[config.mk]
export PLATFORM = sky130hd
export DESIGN_NAME = sllsel_top
export DESIGN_NICKNAME = d
export VERILOG_FILES = /design/src/core/sllsel_src.v /design/src/core/sllsel_top.v
export VERILOG_INCLUDE_DIRS = /design/src /design/src/core
export SDC_FILE = /design/constraint.sdc
export NUM_CORES = 1
export LEC_CHECK = 0
export BUFFER_PORTS_ARGS = -buffer_cell sky130_fd_sc_hd__buf_2
export CORE_ASPECT_RATIO = 1.1
export CORE_MARGIN = 3
export CORE_UTILIZATION = 36
export DETAILED_ROUTE_END_ITERATION = 12
export PLACE_DENSITY = 0.65
export SLEW_MARGIN = 0
export SYNTH_ARGS = -nofsm -noshare
export SYNTH_HDL_FRONTEND = slang
export SYNTH_SLANG_ARGS = --single-unit
[constraint.sdc]
create_clock -name core_clk -period 2.1 [get_ports core_clk]
set_input_delay 0 -clock core_clk [delete_from_list [all_inputs] [get_ports core_clk]]
set_output_delay 0 -clock core_clk [all_outputs]
set_load 0.005 [all_outputs]
[src/core/sllsel_map.vh]
/*
 * Register offsets, field positions, reset values and default settings
 * for the signal-loss level select block.
 * Assumes it is included by bare name and read by plain Verilog-2005 files.
 */
`ifndef SLLSEL_MAP_VH
`define SLLSEL_MAP_VH

`define SLLSEL_OFF_LEVEL_A   8'h00
`define SLLSEL_OFF_LEVEL_B   8'h04
`define SLLSEL_OFF_LEVEL_C   8'h08
`define SLLSEL_OFF_LEVEL_D   8'h0c
`define SLLSEL_OFF_BW_A      8'h10
`define SLLSEL_OFF_BW_B      8'h14
`define SLLSEL_OFF_BW_C      8'h18
`define SLLSEL_OFF_BW_D      8'h1c
`define SLLSEL_OFF_RATE_RB   8'h20
`define SLLSEL_OFF_LEVEL_RB  8'h24

`define SLLSEL_OVR_BIT       7
`define SLLSEL_LVL_MSB       6
`define SLLSEL_LVL_W         7
`define SLLSEL_BW_MSB        3
`define SLLSEL_BW_W          4

`define SLLSEL_REG_RESET     8'h00

`define SLLSEL_LVL_CODE_MIN  7'h00
`define SLLSEL_LVL_CODE_MAX  7'h7f

`define SLLSEL_LVL_A_MVPP    15
`define SLLSEL_LVL_B_MVPP    18
`define SLLSEL_LVL_C_MVPP    26
`define SLLSEL_LVL_D_MVPP    26

`define SLLSEL_PIN_SEL_A     2'b00
`define SLLSEL_PIN_SEL_B     2'b01
`define SLLSEL_PIN_SEL_C     2'b11
`define SLLSEL_PIN_SEL_D     2'b10

`endif

[src/core/sllsel_src.v]
/*
 * One selectable source: a programmed code or a fixed default, chosen by
 * an override bit.
 * Assumes inputs are on the core clock domain; output is combinational.
 */
`timescale 1ns/1ps
module sllsel_src #(
	parameter         W   = 7,
	parameter [W-1:0] DEF = {W{1'b0}}
) (
	input  wire         ovr,
	input  wire [W-1:0] code,
	output wire [W-1:0] sel
);
	// Override set takes the programmed code, clear takes the default.
	assign sel = ovr ? code : DEF;
endmodule

[src/core/sllsel_top.v]
/*
 * APB register bank selecting the signal-loss assert level code and the
 * bandwidth code from four register pairs via two rate-select pins.
 * Assumes an APB master on core_clk and asynchronous rate pins.
 */
// Function
// Level register D override set: its 7-bit code is the assert level.
// Code all zeros is minimum level, all ones is maximum level.
// Level register D override clear: default 26 mVpp level is used.
// Level register D is active when high pin 1, low pin 0.
// Read-only 4-bit field reports bandwidth setting in effect; writes ignored.
// Read-only 7-bit field reports assert level code in effect; writes ignored.
// Level register A active with both pins 0; default 15 mVpp.
// Level register B active with high 0, low 1; default 18 mVpp.
// Level register C active with both pins 1; default 26 mVpp.
// Bandwidth register D active for high 1, low 0, or floating pins.
// Readback fields follow the selection continuously as pins or overrides change.
`timescale 1ns/1ps
`include "sllsel_map.vh"
module sllsel_top #(
	parameter [6:0] LVL_A_DEF = 7'h0f,
	parameter [6:0] LVL_B_DEF = 7'h12,
	parameter [6:0] LVL_C_DEF = 7'h1a,
	parameter [6:0] LVL_D_DEF = 7'h1a,
	parameter [3:0] BW_A_DEF  = 4'h2,
	parameter [3:0] BW_B_DEF  = 4'h7,
	parameter [3:0] BW_C_DEF  = 4'h8,
	parameter [3:0] BW_D_DEF  = 4'h9
) (
	input  wire        core_clk,
	input  wire        rst_n,
	input  wire        psel,
	input  wire        penable,
	input  wire        pwrite,
	input  wire [7:0]  paddr,
	input  wire [31:0] pwdata,
	output wire        pready,
	output wire        pslverr,
	output reg  [31:0] prdata,
	input  wire        rate_pin_high,
	input  wire        rate_pin_low,
	input  wire        rate_pins_floating,
	output reg  [6:0]  active_level_code,
	output reg  [3:0]  active_rate_code
);
	reg  [7:0] level_reg [0:3];
	reg  [7:0] bw_reg [0:3];
	reg  [2:0] pin_meta;
	reg  [2:0] pin_sync;
	wire [6:0] lvl_sel [0:3];
	wire [3:0] bw_sel [0:3];
	wire [6:0] lvl_def [0:3];
	wire [3:0] bw_def [0:3];
	reg  [1:0] src_idx;
	reg        mapped;
	reg  [31:0] next_prdata;
	wire       wr_en;
	wire       level_hit;
	wire       bw_hit;
	wire [1:0] reg_idx;
	integer    i;

	assign lvl_def[0] = LVL_A_DEF;
	assign lvl_def[1] = LVL_B_DEF;
	assign lvl_def[2] = LVL_C_DEF;
	assign lvl_def[3] = LVL_D_DEF;
	assign bw_def[0]  = BW_A_DEF;
	assign bw_def[1]  = BW_B_DEF;
	assign bw_def[2]  = BW_C_DEF;
	assign bw_def[3]  = BW_D_DEF;

	// The rate pins are asynchronous and pass two flip-flops first.
	always @(posedge core_clk or negedge rst_n) begin
		if (!rst_n) begin
			pin_meta <= 3'h0;
			pin_sync <= 3'h0;
		end else begin
			pin_meta <= {rate_pins_floating, rate_pin_high, rate_pin_low};
			pin_sync <= pin_meta;
		end
	end

	// Pin decode picks one of the four register pairs.
	always @* begin
		if (pin_sync[2]) begin
			src_idx = 2'd3;
		end else begin
			case (pin_sync[1:0])
				`SLLSEL_PIN_SEL_A: src_idx = 2'd0;
				`SLLSEL_PIN_SEL_B: src_idx = 2'd1;
				`SLLSEL_PIN_SEL_C: src_idx = 2'd2;
				`SLLSEL_PIN_SEL_D: src_idx = 2'd3;
				default:           src_idx = 2'd3;
			endcase
		end
	end

	genvar g;
	generate
		for (g = 0; g < 4; g = g + 1) begin : gen_src
			sllsel_src #(.W(`SLLSEL_LVL_W)) u_lvl (
				.ovr  (level_reg[g][`SLLSEL_OVR_BIT]),
				.code (level_reg[g][`SLLSEL_LVL_MSB:0]),
				.sel  (lvl_sel[g])
			);
			sllsel_src #(.W(`SLLSEL_BW_W)) u_bw (
				.ovr  (bw_reg[g][`SLLSEL_OVR_BIT]),
				.code (bw_reg[g][`SLLSEL_BW_MSB:0]),
				.sel  (bw_sel[g])
			);
		end
	endgenerate

	// Defaults are folded in here so the source module stays generic.
	wire [6:0] lvl_now = level_reg[src_idx][`SLLSEL_OVR_BIT] ? lvl_sel[src_idx]
				: lvl_def[src_idx];
	wire [3:0] bw_now  = bw_reg[src_idx][`SLLSEL_OVR_BIT] ? bw_sel[src_idx]
				: bw_def[src_idx];

	// Selected codes are registered every cycle and track any change.
	always @(posedge core_clk or negedge rst_n) begin
		if (!rst_n) begin
			active_level_code <= 7'h00;
			active_rate_code  <= 4'h0;
		end else begin
			active_level_code <= lvl_now;
			active_rate_code  <= bw_now;
		end
	end

	assign level_hit = (paddr[7:4] == 4'h0) && (paddr[1:0] == 2'b00);
	assign bw_hit    = (paddr[7:4] == 4'h1) && (paddr[1:0] == 2'b00);
	assign reg_idx   = paddr[3:2];

	always @* begin
		mapped = level_hit || bw_hit || (paddr == `SLLSEL_OFF_RATE_RB)
			|| (paddr == `SLLSEL_OFF_LEVEL_RB);
	end

	assign pready  = 1'b1;
	assign pslverr = psel && penable && !mapped;
	assign wr_en   = psel && penable && pwrite && mapped;

	// Only the eight setting registers are writable; readbacks ignore writes.
	always @(posedge core_clk or negedge rst_n) begin
		if (!rst_n) begin
			for (i = 0; i < 4; i = i + 1) begin
				level_reg[i] <= `SLLSEL_REG_RESET;
				bw_reg[i]    <= `SLLSEL_REG_RESET;
			end
		end else if (wr_en) begin
			if (level_hit) begin
				level_reg[reg_idx] <= pwdata[7:0];
			end
			if (bw_hit) begin
				bw_reg[reg_idx] <= {pwdata[7], 3'h0, pwdata[3:0]};
			end
		end
	end

	always @* begin
		next_prdata = 32'h0;
		if (level_hit) begin
			next_prdata = {24'h0, level_reg[reg_idx]};
		end else if (bw_hit) begin
			next_prdata = {24'h0, bw_reg[reg_idx]};
		end else if (paddr == `SLLSEL_OFF_RATE_RB) begin
			next_prdata = {28'h0, bw_now};
		end else if (paddr == `SLLSEL_OFF_LEVEL_RB) begin
			next_prdata = {25'h0, lvl_now};
		end
	end

	// Read data is captured in the setup cycle and stands in the access phase.
	always @(posedge core_clk or negedge rst_n) begin
		if (!rst_n) begin
			prdata <= 32'h0;
		end else if (psel && !penable && !pwrite) begin
			prdata <= next_prdata;
		end
	end
endmodule

==> results of run 1 <==
power breakdown:
part / internal [mW] / switching (mW) / total (mW) / leakage, nW
combinational: 0.179 / 0.211 / 0.390 / 1.16
clock: 0.943 / 0.566 / 1.51 / 0.145
sequential: 1.54 / 0.0342 / 1.58 / 1.01
worst max-delay path by stage:
stage                     slack (ns)             startpoint               endpoint
after floorplan                 0.14  pin_sync[0]$_DFF_PN0_  prdata[2]$_DFFE_PN0P_
after global placement          0.02  pin_sync[0]$_DFF_PN0_  prdata[6]$_DFFE_PN0P_
after detailed placement       -0.02  pin_sync[0]$_DFF_PN0_  prdata[4]$_DFFE_PN0P_
after CTS                     0.0003  pin_sync[0]$_DFF_PN0_  prdata[4]$_DFFE_PN0P_
after global routing          -0.004  pin_sync[1]$_DFF_PN0_  prdata[4]$_DFFE_PN0P_
final                           0.07  pin_sync[1]$_DFF_PN0_  prdata[4]$_DFFE_PN0P_
through the flow:
| step | power [mW] | cell area [um2] | worst slack (ns) | instances |
|---|---|---|---|---|
| after global routing | 3.64 | 4940 | -0.00444 | 556 |
| after floorplan | 1.81 | 4150 | 0.144 | 353 |
| after CTS | 3.50 | 4920 | 0.000293 | 555 |
| after detailed placement | 1.97 | 4540 | -0.0159 | 532 |
| after global placement | 1.96 | 4540 | 0.0190 | 532 |
| final | 3.47 | 4940 | 0.0750 | 556 |
kinds of logic (layout without fill, tap and decap cells):
logic type | Yosys count | in the layout | synth area share, %
adder cells (fa/ha/maj) | 2 | 2 | 0.616
flip-flops | 77 | 77 | 47.4
AO/OA/AOI/OAI | 53 | 53 | 8.78
multiplexers | 72 | 72 | 24.1
other | 2 | 25 | 0.185
AND/OR/NAND/NOR | 75 | 75 | 11.7
buffers and inverters | 49 | 105 | 7.18
worst register-to-register path: stages (launching register included):
cell	delay, ns
dfrtp_1	0.41
ha_4	0.32
or4bb_1	0.40
o311a_1	0.14
a311o_1	0.36
a32oi_1	0.19
a21oi_1	0.09
area by class of cell:
class / count / share of cell area [%]
Clock buffer: 11 / 4.91
Sequential cell: 77 / 39.0
Timing Repair Buffer: 82 / 11.2
Multi-Input combinational cell: 227 / 39.6
Tap cell: 147 / 3.72
Clock inverter: 4 / 0.987
Inverter: 8 / 0.607
metal layers:
metal	up-vias	global-route usage [%]	wire [um]
met5	-	0	0
met4	0	7.03	208
met3	22	4.62	696
met2	131	25.2	4720
met1	1474	21.3	4100
li1	1336	-	-
Yosys cell counts (all sizes together):
cell type	count
and3	3
o311a	1
mux2i	6
ha	2
or4	1
or3	3
nor2	14
mux2	52
o211ai	4
and4b	4
nor2b	6
conb	2
o22ai	3
nand3	11
nor3b	1
a21oi	9
nor3	5
dfrtp	77
or2	4
a21o	1
clkbuf	10
inv	8
o21a	1
nand2	11
a32oi	6
a31oi	7
a211oi	2
mux4	14
buf	31
o2111ai	1
nand2b	3
a311o	1
o311ai	2
a311oi	4
nor4b	2
nand4	3
nor4	1
or4bb	3
o21ai	11
repair_timing:
action / CTS / global route
hold endpoints to repair: 64 / 0
gates resized for setup: 1 / 6
buffers inserted: 0 / 1
endpoints found under the setup margin: 4 / 8
hold buffers: 8 / 0
gates cloned: 0 / 0
pin swaps: 0 / 4
==> impl_metrics.toml, run 1 <==
[placement]
dp_hpwl_um = 7230
place_congestion = 0.860
io_buffers = 43

[final_layout]
multi_input_area_um2 = 1960
final_common_cell = "dfrtp_1"
largest_reg_flops = 32
mostFrequentLayoutCells = "77 x dfrtp_1, 46 x mux2_2, 42 x buf_2"
drive_above_1_share_pct = 41.3
post-route-util_pct = 45.1
nets = 455
fillers = 994
antenna_cells = 0
seqCellArea_um2 = 1930
areaGrowthSynthToFinish_pct = 21.7

[power_and_ir_drop]
cellPowerDensity_nw_per_um2 = 703
ir_worst_vdd_mv = 0.334
p_leak_nw = 2.32

[sta]
holdWs_ns = 0.0274
slew_headroom_pct = 57.7
fmax_mhz = 494
rsz0062_at_grt = "true"
finalHoldViolations = 0
finalCriticalPeriod_ns = 2.03
skew_ns = 0.00609
tns_ns = 0
drv_slew = 0
post-route-period-util_pct = 96.4
worst_slew_pin_slew_ns = 0.635
setup_viol = 0

[global_route]
globalRouteTotalUtil_pct = 16.3
antenna_found_initial = 0
grt_pass1_vias = 2963
grt_max_degree = 50
grt_pass1_wl_um = 15900
overflow = 0

[routing]
drc = 0
drt_iter0_drc = 124
firstDrtPassIters = 4
finalWirelength_um = 9730
wire_per_inst_um = 17.5
num_vias = 2963
antenna_left = 0
via_per_inst = 5.33

[worst_setup_path]
path_cells = "ha_4 -> or4bb_1 -> o311a_1 -> a311o_1 -> a32oi_1 -> a21oi_1"
crit_path_top_delay_cell = "dfrtp_1"
slowest_delay_ns = 0.41
worst-path-stages = 6
crit_buf_inv = 0
r2r_end = "prdata[4]$_DFFE_PN0P_"
critPathTopFamily = "compound AO/OA/AOI/OAI gates"
startpoint_type = "register"
r2r_slack_ns = 0.07
critPathKind = "register to register"
worstSetupEndpointType = "register"
cp_max_fo = 8
required_ns = 2.31
reg2reg_from = "pin_sync[1]$_DFF_PN0_"
worst-r2r-cell-count = 6
worstPathArrival_ns = 2.24

[clocking]
numCtsBuffers = 9
clock_sinks = 77
clkTransAtPathRegs_ns = 0.06
cts_root_buffer = "clkbuf_16"
clk_latency_ns = 0.34
clockBufferDepth = 2
cts.htree.levels = 3
cts_tree = "yes"

[synth]
postSynthCellCount = 330
synth_top_area_share_pct = 47.4
ys_top_cells_by_area = "dfrtp_1 47%, mux2_2 13%, mux4_2 7.8%"
synth_top_area_cell = "dfrtp_1"
yosysWarningCount = 0
synthesis.area_um2 = 4060
synth-seq-cells = 77
seq_area_frac_synth_pct = 47.4
yosysUniqueCellTypes = 50
syn_area_per_cell_um2 = 12.3

[die]
die_w_um = 107
rows = 40
die_h_um = 117
initial_core_util_pct = 37.1
die_area_um2 = 12600
core_region_area_um2 = 11000
pin_count = 93

[outcome]
outcome = "finished, final reports clean"

[min_path]
whs_path_depth = 3
hp-class = "primary input to register"
hp-start = "pwdata[7]"
min_to = "level_reg[31]$_DFFE_PN0P_"

[job]
maxCapViolations = 0
Power figures use the tool's default switching activity.
==> run 2: changes to the inputs <==
Settings changed: ABC_AREA from default to 1, CAP_MARGIN from default to 20.
==> run 2 against run 1 <==
  * Largest power group is now clock
  * Clock skew fell by 0.00091 ns
  * Sequential power is essentially flat
  * Total power is 5.0% higher
  * Worst setup slack improved by 0.083 ns
  * Utilization down 0.91 points
  * Area after synthesis is 1.1% higher
  * Die area is 1.1% higher
  * Sequential share of layout area is 0.62 points higher
  * Cell count increased by 35%
  * Maximum frequency increased by 4.3%
==> impl_metrics.toml, run 2 <==
[sta]
fmax_mhz = 515
finalCriticalPeriod_ns = 1.94
drv_slew = 0
tns_ns = 0
skew_ns = 0.00518
rsz0062_at_grt = "false"
setup_viol = 0
fin_ws_ns = 0.158
finalHoldViolations = 0
slew_headroom_pct = 62.7
post-route-period-util_pct = 92.5
worst_slew_pin_slew_ns = 0.556

[routing]
drc = 0
wire_per_inst_um = 14.1
num_vias = 3675
drt_iter0_drc = 302
via_per_inst = 4.89
firstDrtPassIters = 5
finalWirelength_um = 10600
antenna_left = 0

[final_layout]
areaGrowthSynthToFinish_pct = 18.4
nets = 651
antenna_cells = 0
largest_reg_flops = 32
drive_above_1_share_pct = 15.2
fillers = 1105
mostFrequentLayoutCells = "183 x nand2_1, 77 x dfrtp_1, 54 x inv_1"
final_common_cell = "nand2_1"

[worst_setup_path]
worst-r2r-cell-count = 14
critPathKind = "register to register"
startpoint_type = "register"
crit_path_start = "pin_sync[0]$_DFF_PN0_"
required_ns = 2.32
r2r_end = "prdata[3]$_DFFE_PN0P_"
cp_max_fo = 7
cp-endpoint = "prdata[3]$_DFFE_PN0P_"
worstPathArrival_ns = 2.17
worstSetupEndpointType = "register"
reg2reg_from = "pin_sync[0]$_DFF_PN0_"
r2r_slack_ns = 0.16

[synth]
async_flop_share_pct = 100
ys_top_cells_by_area = "dfrtp_1 47%, nand2_1 17%, nand3_1 5.0%"
seq_area_frac_synth_pct = 46.9
synth_top_area_share_pct = 46.9
synth_commonest_cells = "183 x nand2_1, 77 x dfrtp_1, 54 x inv_1"
syn_area_per_cell_um2 = 7.58
postSynthCellCount = 542
synth_top_area_cell = "dfrtp_1"
yosysWarningCount = 0
synth_ff_type = "dfrtp_1"
synth_most_common_cell = "nand2_1"
yosysUniqueCellTypes = 31
synth-seq-cells = 77
synth_edf_count = 0
synthesis.area_um2 = 4110

[clocking]
cts_tree = "yes"
post_cts_buffers = 0
clockBufferDepth = 2
cts_root_buffer = "clkbuf_16"
clkTransAtPathRegs_ns = 0.05
clock_sinks = 77
cts.htree.levels = 3
clk_latency_ns = 0.34
numCtsBuffers = 9

[global_route]
grt_pass1_vias = 3443
antenna_found_initial = 0
grt_pass1_wl_um = 17400
grt_max_degree = 44
globalRouteTotalUtil_pct = 17.2
overflow = 0

[placement]
dp_hpwl_um = 7690
preCtsSetupSlack_ns = 0.151
io_buffers = 43
place_congestion = 0.946

[power_and_ir_drop]
cellPowerDensity_nw_per_um2 = 750
p_leak_nw = 2.64
ir_worst_vdd_mv = 0.509

[job]
maxCapViolations = 0

[die]
die_area_um2 = 12700
die_h_um = 118
die_w_um = 108
pin_count = 93
core_region_area_um2 = 11000
rows = 40
initial_core_util_pct = 37.3

[outcome]
outcome = "finished, final reports clean"

[min_path]
hp-class = "primary input to register"
==> run 2: cell count changes after synthesis, moves of 15 or more <==
cell     change
a21oi_1     +16
nand3_1     +30
mux2_2      -46
o21ai_0     +22
nand2_1    +173
inv_1       +46
nor2_1      +15
==> run 2: per-stage QoR <==
stage / area (um2) / utilization [%] / total power [mW] / cells / hold slack, ns
floorplan: 4200 / - / 1.79 / 565 / -0.296
global placement: 4460 / 40.5 / 1.92 / 730 / -0.0212
detailed placement: 4460 / 40.5 / 1.93 / 730 / -0.0126
CTS: 4860 / 44.1 / 3.67 / 752 / 0.0783
global route: 4870 / 44.2 / 3.79 / 752 / 0.102
finish: 4870 / 44.2 / 3.65 / 752 / 0.0705
==> run 2: kinds of logic after synthesis <==
| kind of cell | count (synthesis) | share of synthesized area [%] |
|---|---|---|
| compound gates | 79 | 10.9 |
| fa+ha+maj | 2 | 0.609 |
| buf+inv | 101 | 12.3 |
| flops | 77 | 46.9 |
| other cells | 2 | 0.183 |
| simple gates | 281 | 29.1 |
==> run 2: what timing repair did <==
action | CTS | global route
endpoints found under the setup margin | 0 | 3
hold endpoints to repair | 46 | 0
resized for setup | 0 | 3
hold buffers | 7 | 0
==> run 2: critical path: stages, from the launching register on <==
cell and delay, ns:
dfrtp_1 0.38, inv_1 0.06, ha_2 0.31, buf_4 0.16
inv_2 0.08, nor2_2 0.04, buf_4 0.15, nand3_1 0.06
nand2_1 0.06, nand2_1 0.06, nand3_1 0.12, nand2_1 0.13
nand4_1 0.10, nand2_1 0.07, nand2_1 0.04
==> run 2: area by class of cell <==
class / count / area, um2 / area share (%)
Inverter: 58 / 218 / 4.47
Timing Repair Buffer: 68 / 435 / 8.95
Tap cell: 147 / 184 / 3.78
Clock inverter: 4 / 97.6 / 2.01
Multi-Input combinational cell: 387 / 1770 / 36.4
Clock buffer: 11 / 233 / 4.78
Sequential cell: 77 / 1930 / 39.6
==> run 2: how the worst min path moves through the flow <==
stage / from / slack [ns] / depth (start not counted) / to
2_1_floorplan: rst_n / -0.30 / 0 / active_level_code[0]$_DFF_PN0_
3_3_place_gp: rst_n / -0.02 / 1 / active_rate_code[1]$_DFF_PN0_
3_5_place_dp: rst_n / -0.01 / 1 / active_rate_code[1]$_DFF_PN0_
4_1_cts: pwdata[0] / 0.08 / 3 / level_reg[0]$_DFFE_PN0P_
5_1_grt: penable / 0.10 / 5 / prdata[2]$_DFFE_PN0P_
6_report: pwdata[0] / 0.07 / 3 / level_reg[0]$_DFFE_PN0P_
==> run 2: layer usage <==
| layer | part of all wire, % | track usage (%) | vias to the layer above |
|---|---|---|---|
| li1 | - | - | 1807 |
| met1 | 45 | 23.5 | 1693 |
| met2 | 46 | 27.2 | 156 |
| met3 | 7.6 | 3.62 | 19 |
| met4 | 1.7 | 5.37 | 0 |
| met5 | 0 | 0 | - |
==> run 2: power by group <==
group	switching, mW	total [mW]	internal [mW]
logic	0.228	0.355	0.127
clock network	0.575	1.73	1.15
registers	0.0293	1.56	1.53
total	0.832	3.65	2.82
==> run 3: changes to the inputs <==
Settings changed: PLACE_DENSITY 0.65 to default.
Clock period 2.1 ns to 2 ns, I/O delays scaled along.
==> run 3 against run 2 <==
  * Largest power group is now sequential cells
  * Clock power is 14% lower
  * Maximum frequency is 5.2% higher
  * Utilization is 0.30 points lower
  * Clock-buffer cell count is 1 lower
  * Highest routed layer unchanged
  * Largest cell class unchanged
  * Total power is 4.1% lower
  * Hold slack worse by 0.0051 ns
  * Flip-flop and latch count stayed put
  * Register-to-register slack hardly changed
  * Sequential share of layout area is 0.27 points higher
==> impl_metrics.toml, run 3 (synthesized netlist as in run 2, its figures left out) <==
[global_route]
grt_pass1_vias = 3449
globalRouteTotalUtil_pct = 17.9
overflow = 0
antenna_found_initial = 0
grt_max_degree = 46
grt_pass1_wl_um = 17800

[worst_setup_path]
required_ns = 2.23
critPathKind = "register to register"
path_cells = "ha_4 -> buf_4 -> inv_2 -> nor2_2 -> buf_4 -> nand2_1 -> nand2_1 -> nand2_1 -> nand2_1 -> nand2_1 -> nand3_1 -> nand4_1 -> nand2_1 -> nand2_1"
slowest_delay_ns = 0.41
crit_buf_inv = 3
worstPathArrival_ns = 2.08
cp_common_cell = "nand2_1"
startpoint_type = "register"
cp_max_fo = 6
critPathTopFamily = "simple AND/OR/NAND/NOR gates"
worstSetupEndpointType = "register"
crit_path_top_delay_cell = "dfrtp_1"
r2r_slack_ns = 0.15

[placement]
io_buffers = 43
dp_hpwl_um = 7860
place_congestion = 0.946

[power_and_ir_drop]
total_power_mw = 3.50
p_leak_nw = 2.63
clockPowerShare_pct = 42.3
p_sw_share_pct = 25.5
seqPwrFrac_pct = 46.9
p_sw_mw = 0.892
ir_worst_vdd_mv = 0.340
internal_power_mw = 2.61
cellPowerDensity_nw_per_um2 = 724
p_comb_share_pct = 10.8

[sta]
skew_ns = 0.00980
setup_viol = 0
post-route-period-util_pct = 92.3
drv_slew = 0
finalCriticalPeriod_ns = 1.85
tns_ns = 0
finalHoldViolations = 0
rsz0062_at_grt = "false"
slew_headroom_pct = 60.8
fmax_mhz = 542
worst_slew_pin_slew_ns = 0.585

[clocking]
post_cts_buffers = 0
clock_sinks = 77
cts_tree = "yes"
cts_root_buffer = "clkbuf_16"
clkTransAtPathRegs_ns = 0.06
clockBufferDepth = 2
clk_latency_ns = 0.34
numCtsBuffers = 9
cts.htree.levels = 3

[final_layout]
mostFrequentLayoutCells = "183 x nand2_1, 77 x dfrtp_1, 53 x inv_1"
antenna_cells = 0
final_common_cell = "nand2_1"
areaGrowthSynthToFinish_pct = 17.6
nets = 654
largest_reg_flops = 32
fillers = 1162
drive_above_1_share_pct = 16.0

[outcome]
outcome = "finished, final reports clean"

[die]
die_h_um = 118
pin_count = 93
core_region_area_um2 = 11000
rows = 40
die_area_um2 = 12700
die_w_um = 108
initial_core_util_pct = 37.3

[routing]
firstDrtPassIters = 5
wire_per_inst_um = 14.2
finalWirelength_um = 10700
antenna_left = 0
drc = 0
num_vias = 3625
drt_iter0_drc = 306
via_per_inst = 4.81

[min_path]
hp-class = "primary input to register"

[job]
maxCapViolations = 0
## run 3: cell types whose count changed in the layout (fill, tap and decap cells not counted), sizes merged
cell | previous run | this run
bufinv | 3 | 0
clkinv | 1 | 4
clkbuf | 11 | 10
buf | 61 | 64
## run 3: area by class of cell
| type | count | area [um2] | area share, % |
|---|---|---|---|
| flip-flops and latches | 77 | 1930 | 39.9 |
| inverters | 58 | 218 | 4.50 |
| repair buffers | 71 | 458 | 9.47 |
| well taps | 147 | 184 | 3.81 |
| clock buffers | 10 | 239 | 4.94 |
| clock inverters | 4 | 26.3 | 0.544 |
| multi-input cells | 387 | 1780 | 36.9 |
## run 3: what timing repair did
item,in CTS,in global routing
gates resized for setup,0,4
hold endpoints to repair,90,0
hold buffers,7,0
endpoints found under the setup margin,0,6
## run 3: power groups by stage
stage	logic [mW]	registers, mW	clock network, mW
final	0.378	1.64	1.48
after global routing	0.426	1.65	1.58
after CTS	0.373	1.64	1.51
after detailed placement	0.361	1.67	0
after global placement	0.358	1.67	0
after floorplan	0.218	1.67	0
## run 3: path summary, 6_finish.rpt
path,startpoint,to,cells past startpoint
worst max register to register,pin_sync[1]$_DFF_PN0_,prdata[0]$_DFFE_PN0P_,14
max in group asynchronous,rst_n,level_reg[18]$_DFFE_PN0P_,3
min in group asynchronous,rst_n,prdata[7]$_DFFE_PN0P_,2
worst min-delay path,pwdata[0],level_reg[0]$_DFFE_PN0P_,3
worst max-delay path,pin_sync[1]$_DFF_PN0_,prdata[0]$_DFFE_PN0P_,14
worst min register to register,pin_meta[1]$_DFF_PN0_,pin_sync[1]$_DFF_PN0_,0
## run 3: stage by stage
step / cell area (um2) / cells / hold slack (ns) / utilization, % / setup WS [ns]
2_1_floorplan: 4200 / 565 / -0.296 / - / 0.330
3_3_place_gp: 4480 / 733 / -0.0369 / 40.7 / 0.153
3_5_place_dp: 4480 / 733 / -0.0366 / 40.7 / 0.132
4_1_cts: 4810 / 754 / 0.0566 / 43.7 / 0.121
5_1_grt: 4830 / 754 / 0.0969 / 43.9 / 0.00722
6_report: 4830 / 754 / 0.0654 / 43.9 / 0.153
## run 3: layer usage
metal / vias to the layer above / wire length (um) / track usage, %
met1: 1647 / 4790 / 24.7
met4: 0 / 258 / 6.71
li1: 1815 / - / -
met5: - / 0 / 0
met2: 137 / 4990 / 27.3
met3: 26 / 706 / 3.95
## run 3: tightest hold or removal path, cell delays in order
cell     delay, ns
buf_2         0.08
inv_1         0.11
o21ai_0       0.17
